<file path="src/include/vmts_pkg.sv">
package vmts_pkg;

    // ----------------------------------------------------------------
    // Monitoring mode codes
    // ----------------------------------------------------------------
    localparam logic [4:0] MODE_NONE       = 5'h00;
    localparam logic [4:0] MODE_GRP_A      = 5'h06;
    localparam logic [4:0] MODE_GRP_B      = 5'h07;
    localparam logic [4:0] MODE_GRP_C      = 5'h08;
    localparam logic [4:0] MODE_GRP_D      = 5'h09;
    localparam logic [4:0] MODE_TWO_A      = 5'h04;
    localparam logic [4:0] MODE_TWO_B      = 5'h0B;
    localparam logic [4:0] MODE_TWO_C      = 5'h0D;
    localparam logic [4:0] MODE_SMART      = 5'h0E;

    // ----------------------------------------------------------------
    // Fault codes
    // ----------------------------------------------------------------
    localparam logic [7:0] FAULT_NONE      = 8'h00;
    localparam logic [7:0] FAULT_RELEVEL2  = 8'h06;
    localparam logic [7:0] FAULT_END_LVL   = 8'h08;
    localparam logic [7:0] FAULT_ZONE_A    = 8'h0A;
    localparam logic [7:0] FAULT_ZONE_B    = 8'h0B;

    // ----------------------------------------------------------------
    // Timing: timer unit is 0.1 s, tick derived from the clock
    // ----------------------------------------------------------------
    localparam int CLK_HZ            = 125_000_000;
    localparam int TICK_MS           = 100;
    localparam int TICK_CYCLES       = CLK_HZ / 1000 * TICK_MS;
    localparam int TIMER_W           = 8;
    localparam logic [7:0] TMR_GRP_DEF   = 8'h1E;  // 3,0 s
    localparam logic [7:0] TMR_TWO_DEF   = 8'h64;  // 10,0 s
    localparam logic [7:0] TMR_SMART_DEF = 8'h28;  // 4,0 s
    localparam logic [7:0] TMR_NOTEST    = 8'h03;  // 0,3 s

    typedef enum logic [2:0] {
        ST_IDLE, ST_STEP1, ST_PAUSE, ST_STEP2, ST_WAITLVL, ST_CHECK
    } vmts_state_type;

endpackage

</file>
<file path="src/core/vmts_sync.sv">
`timescale 1ns/1ns
`default_nettype none

// Three-stage input synchroniser; output changes when stages two and three agree
module vmts_sync (
    input  wire logic clk,
    input  wire logic srst,
    input  wire logic d,
    output logic      q
);
    logic s1_r, s2_r, s3_r, q_r;
    logic q_nxt;

    // Hold value until second and third stage agree
    always_comb begin
        q_nxt = (s2_r == s3_r) ? s3_r : q_r;
    end

    // Sample chain
    always_ff @(posedge clk) begin
        if (srst) begin
            s1_r <= 1'b0;
            s2_r <= 1'b0;
            s3_r <= 1'b0;
            q_r  <= 1'b0;
        end else begin
            s1_r <= d;
            s2_r <= s1_r;
            s3_r <= s2_r;
            q_r  <= q_nxt;
        end
    end

    assign q = q_r;
endmodule

`default_nettype wire

</file>
<file path="src/core/vmts_sequencer.sv">
`timescale 1ns/1ns
`default_nettype none

// Functional notes
// - Three-step modes: down valve alone, one timer
// - Then all valves off for half timer
// - Then safety-down valve for full timer
// - Re-level needed at end: fault 8
// - Test starts on reset and bottom return
// - Three-step: brake output drives valve 20
// - Two-step modes: safety-down valve first step
// - Re-level during step restarts it afterwards
// - Two-step second step: descent valve, timer
// - Two re-levels within a step: fault 6
// - Two-step: brake drives unit safety-down valve
// - Smart mode: zone A 10, zone B 11
// - Mode none: no monitoring, no faults
module vmts_sequencer
    import vmts_pkg::*;
#(
    parameter int TICK_CYC = vmts_pkg::TICK_CYCLES
) (
    input  wire logic                        clk,
    input  wire logic                        srst,
    input  wire logic [4:0]                  mode,
    input  wire logic [vmts_pkg::TIMER_W-1:0] timer_cfg,
    input  wire logic                        bottom_return,
    input  wire logic                        relevel_req,
    input  wire logic                        smart_zone_a_fault,
    input  wire logic                        smart_zone_b_fault,
    input  wire logic                        down_cmd,
    output logic                             down_valve,
    output logic                             safety_down_valve,
    output logic                             descent_valve,
    output logic                             brake_command_output,
    output logic                             valve20_output,
    output logic                             test_busy,
    output logic                             unintended_movement_fault,
    output logic [7:0]                       fault_code
);
    import vmts_pkg::*;

    // ----------------------------------------------------------------
    // Pin synchronisers
    // ----------------------------------------------------------------
    logic relevel_s, zone_a_s, zone_b_s, bottom_s;

    vmts_sync u_sync_lvl (.clk(clk), .srst(srst), .d(relevel_req),        .q(relevel_s));
    vmts_sync u_sync_za  (.clk(clk), .srst(srst), .d(smart_zone_a_fault), .q(zone_a_s));
    vmts_sync u_sync_zb  (.clk(clk), .srst(srst), .d(smart_zone_b_fault), .q(zone_b_s));
    vmts_sync u_sync_bot (.clk(clk), .srst(srst), .d(bottom_return),      .q(bottom_s));

    // Mode class decoders
    function automatic logic is_three(input logic [4:0] m);
        return (m == MODE_GRP_A) || (m == MODE_GRP_B) || (m == MODE_GRP_C) || (m == MODE_GRP_D);
    endfunction

    function automatic logic is_two(input logic [4:0] m);
        return (m == MODE_TWO_A) || (m == MODE_TWO_B) || (m == MODE_TWO_C);
    endfunction

    // ----------------------------------------------------------------
    // Tick generator
    // ----------------------------------------------------------------
    logic [31:0] tick_cnt_r, tick_cnt_nxt;
    logic        tick;

    // Free-running divider producing one-cycle tick
    always_comb begin
        tick         = (tick_cnt_r == 32'(TICK_CYC - 1));
        tick_cnt_nxt = tick ? 32'h0 : tick_cnt_r + 32'h1;
    end

    always_ff @(posedge clk) begin
        if (srst) begin
            tick_cnt_r <= 32'h0;
        end else begin
            tick_cnt_r <= tick_cnt_nxt;
        end
    end

    // ----------------------------------------------------------------
    // Test sequencer
    // ----------------------------------------------------------------
    vmts_state_type       state_r, state_nxt;
    logic [TIMER_W-1:0]   cnt_r, cnt_nxt;
    logic                 start_r, start_nxt;
    logic                 bot_d_r;
    logic [1:0]           lvl_cnt_r, lvl_cnt_nxt;
    logic                 lvl_d_r;
    logic                 dv_r, dv_nxt, sdv_nxt, desc_r, desc_nxt;
    logic                 umf_r, umf_nxt;
    logic [7:0]           code_r, code_nxt;
    logic                 step2_r, step2_nxt;
    logic                 lvl_rise;
    logic                 three, two;

    always_comb begin
        three        = is_three(mode);
        two          = is_two(mode);
        lvl_rise     = relevel_s && !lvl_d_r;
        state_nxt    = state_r;
        cnt_nxt      = cnt_r;
        start_nxt    = start_r || (bottom_s && !bot_d_r);
        lvl_cnt_nxt  = lvl_cnt_r;
        step2_nxt    = step2_r;
        umf_nxt      = umf_r;
        code_nxt     = code_r;
        if (tick && cnt_r != '0) begin
            cnt_nxt = cnt_r - 1'b1;
        end
        case (state_r)
            ST_IDLE: begin
                if (start_r && (three || two)) begin
                    start_nxt   = 1'b0;
                    state_nxt   = ST_STEP1;
                    cnt_nxt     = timer_cfg;
                    lvl_cnt_nxt = 2'h0;
                    step2_nxt   = 1'b0;
                end else if (start_r) begin
                    start_nxt = 1'b0;                          // Other modes: no valve
                end
            end
            ST_STEP1, ST_STEP2: begin
                if (two && lvl_rise) begin
                    lvl_cnt_nxt = lvl_cnt_r + 2'h1;
                    if (lvl_cnt_r != 2'h0) begin
                        umf_nxt   = 1'b1;
                        code_nxt  = FAULT_RELEVEL2;
                        state_nxt = ST_IDLE;
                    end else begin
                        state_nxt = ST_WAITLVL;
                    end
                end else if (cnt_r == '0) begin
                    if (state_r == ST_STEP1 && three) begin
                        state_nxt = ST_PAUSE;
                        cnt_nxt   = timer_cfg >> 1;
                    end else if (state_r == ST_STEP1) begin
                        state_nxt   = ST_STEP2;
                        step2_nxt   = 1'b1;
                        cnt_nxt     = timer_cfg;
                        lvl_cnt_nxt = 2'h0;
                    end else if (three) begin
                        state_nxt = ST_CHECK;
                    end else begin
                        state_nxt = ST_IDLE;
                    end
                end
            end
            ST_PAUSE: begin
                if (cnt_r == '0) begin
                    state_nxt = ST_STEP2;
                    step2_nxt = 1'b1;
                    cnt_nxt   = timer_cfg;
                end
            end
            ST_WAITLVL: begin
                if (!relevel_s) begin
                    state_nxt = step2_r ? ST_STEP2 : ST_STEP1; // Restart step
                    cnt_nxt   = timer_cfg;
                end
            end
            ST_CHECK: begin
                if (relevel_s) begin
                    umf_nxt  = 1'b1;
                    code_nxt = FAULT_END_LVL;
                end
                state_nxt = ST_IDLE;
            end
            default: state_nxt = ST_IDLE;
        endcase
        // Smart valve unit zone faults
        if (mode == MODE_SMART && zone_a_s) begin
            umf_nxt  = 1'b1;
            code_nxt = FAULT_ZONE_A;
        end else if (mode == MODE_SMART && zone_b_s) begin
            umf_nxt  = 1'b1;
            code_nxt = FAULT_ZONE_B;
        end
        // Mode none: idle, no faults
        if (mode == MODE_NONE) begin
            state_nxt = ST_IDLE;
            umf_nxt   = 1'b0;
            code_nxt  = FAULT_NONE;
        end
        // Valve drives per state and mode
        sdv_nxt  = (state_nxt == ST_STEP2 && three) ||
                   (state_nxt == ST_STEP1 && two);
        desc_nxt = (state_nxt == ST_STEP2 && two);
        dv_nxt   = (state_nxt == ST_STEP1 && three);
        if (state_nxt == ST_IDLE) begin
            dv_nxt   = three && down_cmd;
            desc_nxt = two && down_cmd;
        end
    end

    // Register sequencer state
    always_ff @(posedge clk) begin
        if (srst) begin
            state_r   <= ST_IDLE;
            cnt_r     <= '0;
            start_r   <= 1'b1;                                 // Reset starts a
            bot_d_r   <= 1'b0;
            lvl_d_r   <= 1'b0;
            lvl_cnt_r <= 2'h0;
            step2_r   <= 1'b0;
            dv_r      <= 1'b0;
            desc_r    <= 1'b0;
            umf_r     <= 1'b0;
            code_r    <= FAULT_NONE;
        end else begin
            state_r   <= state_nxt;
            cnt_r     <= cnt_nxt;
            start_r   <= start_nxt;
            bot_d_r   <= bottom_s;
            lvl_d_r   <= relevel_s;
            lvl_cnt_r <= lvl_cnt_nxt;
            step2_r   <= step2_nxt;
            dv_r      <= dv_nxt;
            desc_r    <= desc_nxt;
            umf_r     <= umf_nxt;
            code_r    <= code_nxt;
        end
    end

    // ----------------------------------------------------------------
    // Dual down command outputs
    // ----------------------------------------------------------------
    logic brake_r, brake_nxt, v20_r, v20_nxt, busy_r, busy_nxt, sdo_r, sdo_nxt;

    // Second down command; safety-down pin merged before its flop
    always_comb begin
        v20_nxt   = is_three(mode) && down_cmd && (state_nxt == ST_IDLE);
        brake_nxt = v20_nxt ||
                    (is_two(mode) && down_cmd && (state_nxt == ST_IDLE));
        sdo_nxt   = sdv_nxt || (brake_nxt && !v20_nxt);
        busy_nxt  = (state_nxt != ST_IDLE);
    end

    // Register command outputs
    always_ff @(posedge clk) begin
        if (srst) begin
            brake_r <= 1'b0;
            v20_r   <= 1'b0;
            sdo_r   <= 1'b0;
            busy_r  <= 1'b0;
        end else begin
            brake_r <= brake_nxt;
            v20_r   <= v20_nxt;
            sdo_r   <= sdo_nxt;
            busy_r  <= busy_nxt;
        end
    end

    assign down_valve                = dv_r;
    assign safety_down_valve         = sdo_r;
    assign descent_valve             = desc_r;
    assign brake_command_output      = brake_r;
    assign valve20_output            = v20_r;
    assign test_busy                 = busy_r;
    assign unintended_movement_fault = umf_r;
    assign fault_code                = code_r;
endmodule

`default_nettype wire

</file>
<file path="config.mk">
export PLATFORM = sky130hd
export DESIGN_NAME = vmts_sequencer
export DESIGN_NICKNAME = d
export VERILOG_FILES = /design/src/include/vmts_pkg.sv /design/src/core/vmts_sync.sv /design/src/core/vmts_sequencer.sv
export SDC_FILE = /design/constraint.sdc
export NUM_CORES = 1
export LEC_CHECK = 0
export ABC_AREA = 1
export BUFFER_PORTS_ARGS = -buffer_cell sky130_fd_sc_hd__clkbuf_2
export CAP_MARGIN = 5
export CORE_UTILIZATION = 50
export DETAILED_ROUTE_END_ITERATION = 12
export PLACE_DENSITY = 0.68
export SLEW_MARGIN = 20
export SYNTH_ARGS = -nofsm -noshare
export SYNTH_HDL_FRONTEND = slang
export SYNTH_HIERARCHICAL = 1
export SYNTH_SLANG_ARGS = --single-unit
</file>
<file path="constraint.sdc">
create_clock -name clk -period 3.42 [get_ports clk]
set_input_delay 0.684 -clock clk [delete_from_list [all_inputs] [get_ports clk]]
set_output_delay 0.684 -clock clk [all_outputs]
set_load 0.05 [all_outputs]
</file>
==> After elaboration in Yosys (flattened, before gate mapping) <==
Index checks and enable logic that the tools add are counted.
{ "op_classes": {"add_sub_neg": 3, "eq_ne": 38, "mux": 51, "reduce_logical": 52} }
{ "op_table": {"columns": ["operator", "n"], "rows": [
  ["2-to-1 mux 8 bit", 11],
  ["adder 32 x 1 -> 32 bit (second input constant)", 1],
  ["== test 32 x 24 -> 1 bit (second input constant)", 1],
  ["one-hot mux 8 bit (4 select lines)", 1],
  ["2-to-1 mux 3 bit", 10],
  ["== test 5 x 4 -> 1 bit (second input constant)", 5],
  ["logical AND 1 bit", 17],
  ["2-to-1 mux 1 bit", 16],
  ["!= test 2 bit (second input constant)", 8],
  ["one-hot mux 8 bit (2 select lines)", 1],
  ["== test 5 x 3 -> 1 bit (second input constant)", 3],
  ["!= test 3 bit (second input constant)", 5],
  ["2-to-1 mux 2 bit", 6],
  ["one-hot mux 3 bit (4 select lines)", 1],
  ["AND reduction 4 bit", 3],
  ["logical OR 1 bit", 10],
  ["== test 3 x 2 -> 1 bit (second input constant)", 3],
  ["nonzero test 3 bit", 3],
  ["logical NOT 8 bit", 1],
  ["2-to-1 mux 4 bit", 2],
  ["!= test 4 bit (second input constant)", 2],
  ["nonzero test 8 bit", 1],
  ["subtractor 8 x 1 -> 8 bit (second input constant)", 1],
  ["AND reduction 7 bit", 1],
  ["other kinds (19)", 31]
]} }
{ "word_totals": {"reg_bits": 80, "input_bits": 20, "out_inout_bits": 15, "word_cells": 178} }

==> Longest topological paths before layout <==
Gate-level depths: netlist (run 1).
{ "logic_depth": {"ltp_word": 16, "depth_mapped": 17, "ltp_nobuf": 17} }

==> Modules after synthesis <==
Netlist (run 1), hierarchy kept.
{ "modules_own_cells": {"columns": ["mod", "instances", "cells_each", "area_per_inst_um2", "seq_area_each_um2"], "rows": [
  ["vmts_sequencer", 1, 623, 4022.6, 1201.2],
  ["vmts_sync", 4, 13, 121.4, 80.1]
]} }

==> Worst setup path after synthesis (run 1) <==
No wires, ideal clock.
{ "synth_timing": {"kind": "input-to-reg", "from": "in mode[3]", "to": "reg cnt_r[2]", "setup_ns": 0.132, "t_arrival_ns": 1.890, "required_time_ns": 3.288, "slack_ns": 1.398, "cell_stages": 11, "path_buffers": 1, "path_cell_list": "inv_2 o21ai_1 nand2_1 nor2_4 ha_1 inv_1 buf_2 o21ai_0 nand2_1 nand2_1 a21oi_1"} }
{ "synth_via": {"elab_chain_len": 9, "elab_cells_between_ends": 21, "classes_between": "eq/ne (7); mux (5); reduce/logical (9)"} }
{ "synth_rtl": {"columns": ["element", "line", "rtl"], "rows": [
  ["start, declared", "vmts_sequencer.sv:25", "input wire logic [4:0] mode,"],
  ["== test 5 x 3 -> 1 bit", "vmts_sequencer.sv:55", "return (m == MODE_GRP_A) || (m == MODE_GRP_B) || (m == MODE_GRP_C) || (m == MODE_GRP_D);"],
  ["logical OR 1 bit (3 in series)", "vmts_sequencer.sv:55", null],
  ["logical AND 1 bit", "vmts_sequencer.sv:135", "if (state_r == ST_STEP1 && three) begin"],
  ["2-to-1 mux 8 bit", "vmts_sequencer.sv:135", null],
  ["2-to-1 mux 8 bit", "vmts_sequencer.sv:134", "end else if (cnt_r == '0) begin"],
  ["2-to-1 mux 8 bit", "vmts_sequencer.sv:125", "if (two && lvl_rise) begin"],
  ["one-hot mux 8 bit (4 select lines) *", "vmts_sequencer.sv:112", "case (state_r)"],
  ["end signal, assigned", "vmts_sequencer.sv:213", "cnt_r <= cnt_nxt;"],
  ["end, declared", "vmts_sequencer.sv:86", "logic [TIMER_W-1:0] cnt_r, cnt_nxt;"]
]} }
Every way passes the cells marked *; elsewhere a longest branch is shown, timed or not.
A chain may end at the register's enable or synchronous reset.

==> Worst setup path in the final report (run 1) <==
{ "layout_timing": {"from": "reg state_r[0]", "to": "reg cnt_r[3]"} }
{ "layout_via": {"elab_chain_len": 6, "elab_cells_between_ends": 12, "classes_between": "eq/ne (4); mux (5); reduce/logical (3)"} }
{ "layout_rtl": {"columns": ["element", "line", "rtl"], "rows": [
  ["start, declared", "vmts_sequencer.sv:85", "vmts_state_type state_r, state_nxt;"],
  ["start signal, assigned", "vmts_sequencer.sv:212", "state_r <= state_nxt;"],
  ["== test 3 x 1 -> 1 bit", "vmts_sequencer.sv:112, vmts_sequencer.sv:135, vmts_sequencer.sv:138", null],
  ["2-to-1 mux 8 bit or logical AND 1 bit (tied branches)", "vmts_sequencer.sv:138, vmts_sequencer.sv:135", null],
  ["2-to-1 mux 8 bit", "vmts_sequencer.sv:135", null],
  ["2-to-1 mux 8 bit", "vmts_sequencer.sv:134", null],
  ["2-to-1 mux 8 bit", "vmts_sequencer.sv:125", null],
  ["one-hot mux 8 bit (4 select lines) *", "vmts_sequencer.sv:112", null]
]} }
Marked as above.

==> metrics.md, run 1 <==
| Metric | Value |
|---|---|
| CP required | `3.66 ns` |
| Syn-to-layout area delta | `9.94%` |
| Fin crit period | `2.39 ns` |
| Worst EP arrival | `2.63 ns` |
| Power per Cell Area | `469 nW/µm²` |
| FF-to-FF path depth | `10` |
| Seq cells post-synth | `76` |
| Die ar. | `9400 µm²` |
| Fin. Hold Viols | `0` |
| Status | `completed` |
| Core Region | `8720 µm²` |
| Final period utilization | `69.9%` |
| Leakage | `2.24 nW` |
| RePlAce Congestion | `0.883` |
| Hold_buf cts | `0` |
| Antenna viol nets, final | `0` |
| Die Y | `97.0 µm` |
| Layout Skew | `0.00517 ns` |
| Most frequent cells in the layout | `148 x nand2_1, 102 x nor2_1, 79 x inv_1` |
| Max-cap viol count | `0` |
| Fin nets | `736` |
| Skew-Pair Late Insertion Delay | `0.36 ns` |
| Setup TNS | `0 ns` |
| Inserted Diodes | `0` |
| Tot GR Track Use | `22.8%` |
| Ys Warns | `6` |
| Cell row count | `34` |
| DR DRC count | `0` |
| Routed len/inst | `12.1 µm` |
| Placed cell count | `807` |
| First-pass GRT wire length | `17800 µm` |
| I/O pin count | `35` |
| Initial Util | `51.7%` |
| Total CTS buffers | `9` |
| RSZ-0062 raised after global routing | `no` |
| Largest net degree at the start of global routing | `33` |
| Initial antenna violation count | `0` |
| Total congestion overflow | `0` |
| Post-synthesis cell count | `675` |
| Post-CTS sizing | `0` |
| Startpoint Class | `flip-flop` |
| Critical path endpoint category | `flip-flop` |
| DRT Pass-1 Iters | `4` |
| Commonest non-fill, non-tap cell in the layout | `nand2_1` |
| HPWL after detailed placement | `7680 µm` |
| Count of port buffers added during placement | `30` |
| Mapped Area | `4510 µm²` |
| Die width | `97.0 µm` |
| Final-report max-slew violation count | `0` |
| H-tree depth | `3` |
| Routed vias | `4256` |
| Post-synth top area share | `33.7%` |
| Vias in the first global route | `4020` |
| Clk buf depth | `2` |
| Post-synth EDFFs | `0` |
| Fraction of registers with async set/reset | `0%` |
| Num Clock Sinks | `76` |
| DR iter-0 viols | `196` |
| Min-Delay Path Depth | `2` |
| CTS tree | `built` |
| WL final | `9940 µm` |
| Post-DR vias/cell | `5.17` |
| Critical Path Fanout Max | `14` |
| Top FF cell, synth | `dfxtp_1` |
| Final cell count without fillers | `823` |
| Final setup violation count | `0` |
| Area contributors post-synth | `dfxtp_1 34%, nand2_1 12%, nor2_1 8.5%` |
| Synth unique cells | `47` |
| Pwr Total | `2.32 mW` |
| Critical path class | `reg2reg` |
| VDD IR-drop max | `0.000235 V` |
| Fmax | `418 MHz` |
| Setup bufs post-CTS | `0` |
| Reg clk slew, reported paths | `0.09 ns` |
| Post-synth top area cell | `dfxtp_1` |
| Layout cells sized above 1 | `17.6%` |
| Average cell area after synthesis | `6.68 µm²` |
| CTS Root Cell | `clkbuf_8` |
| Worst hold path type | `reg2reg` |
| Register area share after synthesis | `33.7%` |
==> cell type report <==
type                       count  area (µm²)
tap                          108         135
fill                         877        3760
clock inverter                 7        87.6
multi-input combinational    488        2530
clock buffer                   9         124
timing repair buffer          33         173
sequential                    76        1520
inverter                     102         383
==> kinds of logic (layout without fill, tap and decap cells) <==
family                     count (synthesis)  after routing  synth area share, %
AOI/OAI and AO/OA                         77             77                 9.38
DFF                                       76             76                 33.7
adders and majority gates                  6              6                 1.67
other                                      1              4               0.0832
and+or+nand+nor                          390            390                 42.7
xor gates and xnor gates                  11             11                 2.14
buffers and inverters                    114            151                 10.3
==> synth_stat cells, types with 2 or more instances <==
cell type,n
a21oi_1,46
nor3b_1,4
nor2_4,6
or2_0,5
o21ai_1,8
nand2_2,8
inv_1,79
buf_2,3
o211ai_1,2
nor3_1,26
nand3_1,29
nor3b_2,5
xor2_1,11
ha_1,6
nor4_1,5
nand2_4,2
nand4_1,15
inv_2,20
nand2_1,148
o21a_1,2
o21ai_0,8
o21bai_1,5
clkinv_1,3
nor3_2,2
dfxtp_1,76
nor2_1,102
or2_2,3
nand3_2,5
buf_4,7
nor2_2,17
==> per-stage QoR <==
step	setup WS (ns)	cell area (µm²)	hold WS, ns	util, %
global route	0.777	4960	0.418	56.8
global placement	0.974	4740	0.393	54.4
CTS	1.06	4960	0.407	56.8
detailed placement	0.892	4740	0.394	54.4
floorplan	1.40	4520	0.388	-
finish	1.03	4960	0.404	56.8
==> per-layer routing <==
| layer | track usage (%) | vias to the layer above | part of all wire [%] |
|---|---|---|---|
| met5 | 0 | - | 0 |
| met4 | 8.96 | 0 | 1.9 |
| met3 | 3.54 | 15 | 4.3 |
| met2 | 37.4 | 112 | 46 |
| met1 | 30.0 | 1926 | 48 |
| li1 | - | 2203 | - |
==> report_power, final <==
part / internal [mW] / leakage [nW] / switching [mW] / total (mW)
logic: 0.186 / 1.51 / 0.426 / 0.612
clock network: 0.358 / 0.109 / 0.392 / 0.750
registers: 0.928 / 0.617 / 0.0340 / 0.962
total: 1.47 / 2.24 / 0.852 / 2.32
==> sequential cells by signal, indices dropped and copies added, names as in the netlist, 2 cells and up <==
name and cells:
fault_code 4, cnt_r 8, state_r 3, tick_cnt_r 32
lvl_cnt_r 2
==> final timing paths <==
| path | startpoint | to | slack [ns] |
|---|---|---|---|
| worst max-delay path | state_r[0] | cnt_r[3] | 1.03 |
| worst min-delay path | u_sync_bot/s1_r | u_sync_bot/s2_r | 0.40 |
| worst max register to register | state_r[0] | cnt_r[3] | 1.03 |
| worst min register to register | u_sync_bot/s1_r | u_sync_bot/s2_r | 0.40 |
==> worst max-delay path: stages (launching register included) <==
cell     delay [ns]
dfxtp_1        0.40
inv_2          0.08
nor2_4         0.30
inv_2          0.17
nor2_8         0.19
ha_1           0.33
inv_1          0.24
o21ai_0        0.28
nor3_1         0.08
a21oi_1        0.12
a21oi_1        0.08
No activity file was read; power rests on OpenSTA's default activity.
==> inputs of run 2 (changes only) <==
Settings changed: ABC_AREA 1 to 0, PLACE_DENSITY 0.68 to 0.72.
Clock period 3.42 ns to 1.9 ns, I/O delays scaled along.
==> run 2 against run 1 <==
The flow now finishes with violations (negative setup slack). Area after synthesis shrank 19%. Critical path depth shrank 1. Critical endpoint is now cnt_r[7]. Combinational power grew 96%. First-iteration DRC count grew 21%. Largest cell class unchanged. Sequential share of layout area shrank 2.7 points. Sequential power grew 78%. Clock skew grew 0.0063 ns.
==> metrics.md, run 2 <==
| Metric | Value |
|---|---|
| Status | `finished, violations left` |
| Failing checks | `negative setup slack` |
| Skew-Pair Late Insertion Delay | `0.34 ns (-0.02 ns)` |
| Hold Slack | `0.250 ns (-0.154 ns)` |
| Die Y | `87.7 µm (-9.5%)` |
| Max-cap viol count | `0 (unchanged)` |
| Num Clock Sinks | `76 (unchanged)` |
| Largest net degree at the start of global routing | `32 (-3.0%)` |
| Inserted Diodes | `0 (unchanged)` |
| Startpoint Class | `flip-flop` |
| Fraction of registers with async set/reset | `0% (unchanged)` |
| Final period utilization | `118% (+48 points)` |
| DRT Pass-1 Iters | `4 (unchanged)` |
| WL final | `10500 µm (+5.7%)` |
| DR iter-0 viols | `237 (+21%)` |
| Ys Warns | `6 (unchanged)` |
| Post-synth EDFFs | `0 (unchanged)` |
| Worst EP arrival | `2.47 ns (-0.16 ns)` |
| Clk buf depth | `2 (unchanged)` |
| I/O pin count | `35 (unchanged)` |
| Placed Area | `4710 µm² (-0.79%)` |
| Layout fillers | `444 (-49%)` |
| Cell row count | `30 (-12%)` |
| Power per Cell Area | `738 nW/µm² (+57%)` |
| Reg area | `1530 µm² (+0.82%)` |
| Clock power share | `28.0% (-4.3 points)` |
| Die width | `87.7 µm (-9.5%)` |
| Post-synth top area share | `41.4% (+7.7 points)` |
| Worst hold path type | `in2reg` |
| CP required | `2.13 ns (-1.53 ns)` |
| Footprint of the multi-input gates | `2480 µm² (-2.1%)` |
| Mapped Area | `3670 µm² (-19%)` |
| Most common cell in the synthesized netlist | `dfxtp_1` |
| Register area share after synthesis | `41.4% (+7.7 points)` |
| Count of port buffers added during placement | `30 (unchanged)` |
| Final cell count without fillers | `672 (-18%)` |
| RSZ-0062 raised after global routing | `yes` |
| List of most frequent post-synthesis cells | `76 x dfxtp_1, 55 x nor2_1, 36 x a21oi_1, 27 x nand2_1` |
| Critical Path Fanout Max | `6 (-8)` |
| Worst slack, placed | `-0.317 ns (-1.21 ns)` |
| Part of the power in registers | `42.3% (+0.9 points)` |
| Leakage | `2.25 nW (+0.33%)` |
| Placed cell count | `636 (-21%)` |
| Max reg flops | `32 (unchanged)` |
| NetSw | `1.27 mW (+49%)` |
| Post-synth top area cell | `dfxtp_1` |
| RePlAce Congestion | `0.844 (-4.4%)` |
| Combinational share of power | `29.8% (+3.5 points)` |
| Net Sw Frac | `31.4% (-5.3 points)` |
| Layout cells sized above 1 | `40.3% (+23 points)` |
| Final core utilization | `78.8% (+22 points)` |
| Top reg by flops | `tick_cnt_r` |
| HPWL after detailed placement | `6440 µm (-16%)` |
| DR DRC count | `0 (unchanged)` |
| Final worst setup slack | `-0.335 ns (-1.36 ns)` |
| Initial Util | `52.9% (+1.2 points)` |
| Fmax | `447 MHz (+6.9%)` |
| H-tree depth | `3 (unchanged)` |
| Fin nets | `598 (-19%)` |
| Critical path class | `reg2reg` |
| Reg clk slew, reported paths | `0.08 ns (about the same)` |
| Final setup violation count | `17 (+17)` |
| Internal power | `2.77 mW (+88%)` |
| Initial antenna violation count | `0 (unchanged)` |
| Fin area | `5470 µm² (+10%)` |
| Core Region | `6940 µm² (-20%)` |
| Routed len/inst | `15.6 µm (+29%)` |
| VDD IR-drop max | `0.000666 V (+180%)` |
| Average cell area after synthesis | `8.43 µm² (+26%)` |
| Critical path endpoint category | `flip-flop` |
| Fin. Hold Viols | `0 (unchanged)` |
| Area contributors post-synth | `dfxtp_1 41%, nor2_1 5.6%, a21oi_1 4.9%` |
| Total congestion overflow | `0 (unchanged)` |
| Post-synthesis cell count | `436 (-35%)` |
| Antenna viol nets, final | `0 (unchanged)` |
| Layout Skew | `0.0114 ns (+0.00625 ns)` |
| First-pass GRT wire length | `15200 µm (-14%)` |
| CTS Root Cell | `clkbuf_8` |
| Post-DR vias/cell | `5.49 (+6.2%)` |
| Routed vias | `3692 (-13%)` |
| Total CTS buffers | `9 (unchanged)` |
| Fin crit period | `2.24 ns (-0.155 ns)` |
| Commonest non-fill, non-tap cell in the layout | `buf_4` |
| Final-report max-slew violation count | `0 (unchanged)` |
| Synth unique cells | `60 (+28%)` |
| Syn-to-layout area delta | `49.0%` |
| Hold_buf cts | `0 (unchanged)` |
| Top FF cell, synth | `dfxtp_1` |
| Tot GR Track Use | `25.1% (+2.3 points)` |
| Vias in the first global route | `3337 (-17%)` |
| CTS tree | `built` |
| Seq cells post-synth | `76 (unchanged)` |
| Die ar. | `7690 µm² (-18%)` |
| Most frequent cells in the layout | `91 x buf_4, 66 x dfxtp_1, 50 x nor2_1` |
## run 2: power by group through the flow
stage / logic, mW / registers (mW) / clock network [mW]
floorplan: 0.529 / 1.77 / 0
global placement: 0.859 / 1.73 / 0
detailed placement: 0.886 / 1.73 / 0
CTS: 0.980 / 1.70 / 1.13
global route: 1.29 / 1.71 / 1.20
finish: 1.20 / 1.71 / 1.13
## run 2: stage by stage
step / TNS, ns / power, mW
4_1_cts: -1.41 / 3.81
3_5_place_dp: -4.82 / 2.62
2_1_floorplan: -2.38 / 2.29
5_1_grt: -4.77 / 4.20
6_report: -2.78 / 4.04
3_3_place_gp: -3.57 / 2.59
## run 2: final timing paths
path         slack, ns         endpoint          startpoint  cells past startpoint
max              -0.34         cnt_r[7]       tick_cnt_r[8]                      9
min               0.25   u_sync_zb/s1_r  smart_zone_b_fault                      2
max reg2reg      -0.34         cnt_r[7]       tick_cnt_r[8]                      9
min reg2reg       0.45  u_sync_bot/s2_r     u_sync_bot/s1_r                      1
## run 2: kinds of logic (layout without fill, tap and decap cells)
group / Yosys count / after routing / share of synthesized area (%)
AND/OR/NAND/NOR: 186 / 186 / 28.0
buffers and inverters: 36 / 173 / 4.09
flip-flops: 76 / 76 / 41.4
adder cells (fa/ha/maj): 6 / 6 / 2.04
AO/OA/AOI/OAI: 97 / 97 / 16.2
multiplexers: 1 / 1 / 0.272
other: 1 / 4 / 0.102
XOR/XNOR: 33 / 33 / 7.87
## run 2: repair_timing
item | in CTS | in global routing
endpoints found under the setup margin | 25 | 45
pin swaps | 23 | 29
setup buffers | 9 | 12
gates resized for setup | 38 | 44
gates cloned | 0 | 3
## run 2: worst max-delay path, cell delays in order, from the launching register on
cell and delay [ns]:
dfxtp_2 0.33, nor4_1 0.47, nand3_1 0.14, buf_4 0.18, nor4_4 0.16, buf_6 0.17
nand4b_1 0.14, xor2_1 0.28, nand2b_1 0.08, and3_1 0.17
## run 2: area by class of cell
| class | instances | share of cell area, % |
|---|---|---|
| clock buffer | 12 | 2.83 |
| clock inverter | 3 | 0.411 |
| inverter | 19 | 1.35 |
| multi-input combinational | 327 | 45.3 |
| sequential | 76 | 28.0 |
| tap | 96 | 2.19 |
| timing repair buffer | 139 | 19.9 |
## run 2: metal layers
metal  GRT usage [%]  vias up  share of wire (%)
li1                -     1798                  -
met1            32.0     1747                 43
met2            43.3      121                 50
met3            4.71       26                5.1
met4            7.00        0                2.4
met5               0        -                  0
==> inputs of run 3 (changes only) <==
Settings changed: PLACE_DENSITY 0.72 to 0.69.
Clock period 1.9 ns to 2.3 ns, I/O delays scaled along.
==> run 3 against run 2 <==
The flow now finishes without violations. Cell count fell by 9.5%. Fmax rose by 2.1%. Clock power rose by 4%. Critical path depth fell by 2. Global-route usage fell by 2.6 points. Utilization fell by 12 points. Final area fell by 16%. Hold slack improved by 0.078 ns. Clock-buffer cell count fell by 3. Critical path type unchanged. Critical endpoint is now tick_cnt_r[30]. Largest cell class unchanged.
==> metrics.md, run 3 (synthesis results as in run 2) <==
| Metric | Value |
|---|---|
| Status | `completed` |
| Layout cells sized above 1 | `24.4% (-16 points)` |
| Skew-Pair Late Insertion Delay | `0.34 ns (about the same)` |
| Cell row count | `30 (unchanged)` |
| Antenna viol nets, final | `0 (unchanged)` |
| Critical path class | `reg2reg` |
| Worst hold path type | `in2reg` |
| Routed len/inst | `13.3 µm (-15%)` |
| Die Y | `87.7 µm (unchanged)` |
| Critical path endpoint category | `flip-flop` |
| Worst Max-Slew Pin Slew | `0.605 ns` |
| Slowest cell on the critical path | `or4_4` |
| Fin nets | `533 (-11%)` |
| DR iter-0 viols | `124 (-48%)` |
| Initial Util | `52.9% (unchanged)` |
| Die width | `87.7 µm (unchanged)` |
| CTS Root Cell | `clkbuf_8` |
| CP dominant cell by count | `or2_4` |
| Worst-path cell chain | `ha_4, nand2_1, or4_4, or2_4, or2_4, or3_4, a21oi_2` |
| Count of port buffers added during placement | `30 (unchanged)` |
| Final worst setup slack | `0.111 ns (+0.447 ns)` |
| I/O pin count | `35 (unchanged)` |
| Vias in the first global route | `3156 (-5.4%)` |
| Clock power share | `35.8% (+7.8 points)` |
| Worst path max stage delay | `0.52 ns (+0.05 ns)` |
| FF-to-FF path depth | `7 (-2)` |
| Total CTS buffers | `9 (unchanged)` |
| Tot GR Track Use | `22.5% (-2.6 points)` |
| Most frequent cells in the layout | `71 x dfxtp_1, 55 x nor2_1, 42 x buf_4` |
| Final period utilization | `95.2% (-22 points)` |
| Final-report max-slew violation count | `0 (unchanged)` |
| Fmax | `457 MHz (+2.1%)` |
| Max reg flops | `32 (unchanged)` |
| Combinational share of power | `21.0% (-8.8 points)` |
| Startpoint Class | `flip-flop` |
| DRT Pass-1 Iters | `5 (+1)` |
| Slew margin rel. | `59.1%` |
| Reg clk slew, reported paths | `0.09 ns (about the same)` |
| Final setup violation count | `0 (-17)` |
| Worst EP arrival | `2.46 ns (about the same)` |
| Clk buf depth | `2 (unchanged)` |
| Hold Slack | `0.328 ns (+0.0781 ns)` |
| Worst flop-to-flop path startpoint | `tick_cnt_r[0]` |
| Die ar. | `7690 µm² (unchanged)` |
| Power per Cell Area | `707 nW/µm² (-4.1%)` |
| Top reg by flops | `tick_cnt_r` |
| First-pass GRT wire length | `13800 µm (-9.4%)` |
| Min-Delay Path Depth | `2 (unchanged)` |
| Internal power | `2.30 mW (-17%)` |
| Worst slack, placed | `-0.0274 ns (+0.289 ns)` |
| Worst min-delay path endpoint | `u_sync_za/s1_r` |
| Largest net degree at the start of global routing | `32 (unchanged)` |
| DR DRC count | `0 (unchanged)` |
| Part of the power in registers | `43.2% (+0.9 points)` |
| Net Sw Frac | `29.5% (-1.9 points)` |
| Final cell count without fillers | `608 (-9.5%)` |
| Setup TNS | `0 ns (+2.78 ns)` |
| Critical Path Fanout Max | `6 (unchanged)` |
| Core Region | `6940 µm² (unchanged)` |
| WL final | `8110 µm (-23%)` |
| CP required | `2.57 ns (+0.44 ns)` |
| Leakage | `1.75 nW (-22%)` |
| Fin crit period | `2.19 ns (-0.0466 ns)` |
| Syn-to-layout area delta | `25.5%` |
| H-tree depth | `3 (unchanged)` |
| CTS tree | `built` |
| Max-cap viol count | `0 (unchanged)` |
| R2R Setup Slk | `0.11 ns (+0.45 ns)` |
| Fin. Hold Viols | `0 (unchanged)` |
| Commonest non-fill, non-tap cell in the layout | `dfxtp_1` |
| Initial antenna violation count | `0 (unchanged)` |
| NetSw | `962 µW (-24%)` |
| Routed vias | `3302 (-11%)` |
| Post-DR vias/cell | `5.43 (-1.1%)` |
| VDD IR-drop max | `0.000579 V (-13%)` |
| Layout Skew | `0.00951 ns (-0.00191 ns)` |
| R2r endpoint | `tick_cnt_r[30]` |
| Inserted Diodes | `0 (unchanged)` |
| Placed cell count | `592 (-6.9%)` |
| RePlAce Congestion | `0.900 (+6.7%)` |
| HPWL after detailed placement | `5950 µm (-7.6%)` |
| Setup bufs post-CTS | `0 (-9)` |
| Total congestion overflow | `0 (unchanged)` |
| HP Start | `smart_zone_a_fault` |
| Num Clock Sinks | `76 (unchanged)` |
[run 3: metrics by stage]
step / util [%] / power [mW] / instance area [µm²]
after detailed placement: 61.4 / 2.10 / 4260
after global routing: 66.4 / 3.41 / 4610
after floorplan: - / 1.86 / 3740
after CTS: 64.7 / 3.27 / 4500
after global placement: 61.4 / 2.09 / 4260
final: 66.4 / 3.26 / 4610
[run 3: worst max path at each step]
stage | start | end | slack (ns) | cells after the start
after global routing | tick_cnt_r[0] | tick_cnt_r[26] | -0.0008 | 7
after floorplan | mode[2] | cnt_r[4] | 0.02 | 12
after CTS | tick_cnt_r[0] | tick_cnt_r[30] | 0.001 | 7
after detailed placement | mode[2] | down_valve | -0.03 | 11
after global placement | mode[2] | down_valve | 0.007 | 11
final | tick_cnt_r[0] | tick_cnt_r[30] | 0.11 | 7
[run 3: power by group through the flow]
stage               registers, mW  clock network, mW  logic [mW]
finish                       1.41               1.17       0.685
global route                 1.42               1.25       0.745
CTS                          1.40               1.20       0.670
detailed placement           1.44                  0       0.666
global placement             1.43                  0       0.660
floorplan                    1.46                  0       0.401
[run 3: layer usage]
layer / vias up / share of wire [%] / track usage, %
li1: 1673 / - / -
met1: 1559 / 48 / 27.7
met2: 62 / 48 / 38.7
met3: 8 / 3.5 / 5.37
met4: 0 / 0.88 / 7.45
met5: - / 0 / 0
[run 3: timing repair]
action,in CTS,in global routing
hold endpoints to repair,0,0
setup endpoints to repair,1,10
hold buffers,0,0
pin swaps,0,6
resized for setup,1,24
[run 3: final cells by class]
cell class	instances	area, µm²
clock buffer	9	124
inverter	19	71.3
clock inverter	7	105
timing repair buffer	74	497
multi-input combinational	327	2160
fill	569	2330
tap	96	120
sequential	76	1530
[run 3: worst max-delay path: cells and delay by family, from the launching register on]
kind / cells / cell delay [ns]
adder cells (fa/ha/maj): 1 / 0.15
flip-flops: 1 / 0.37
AND/OR/NAND/NOR: 5 / 1.46
AO/OA/AOI/OAI: 1 / 0.13
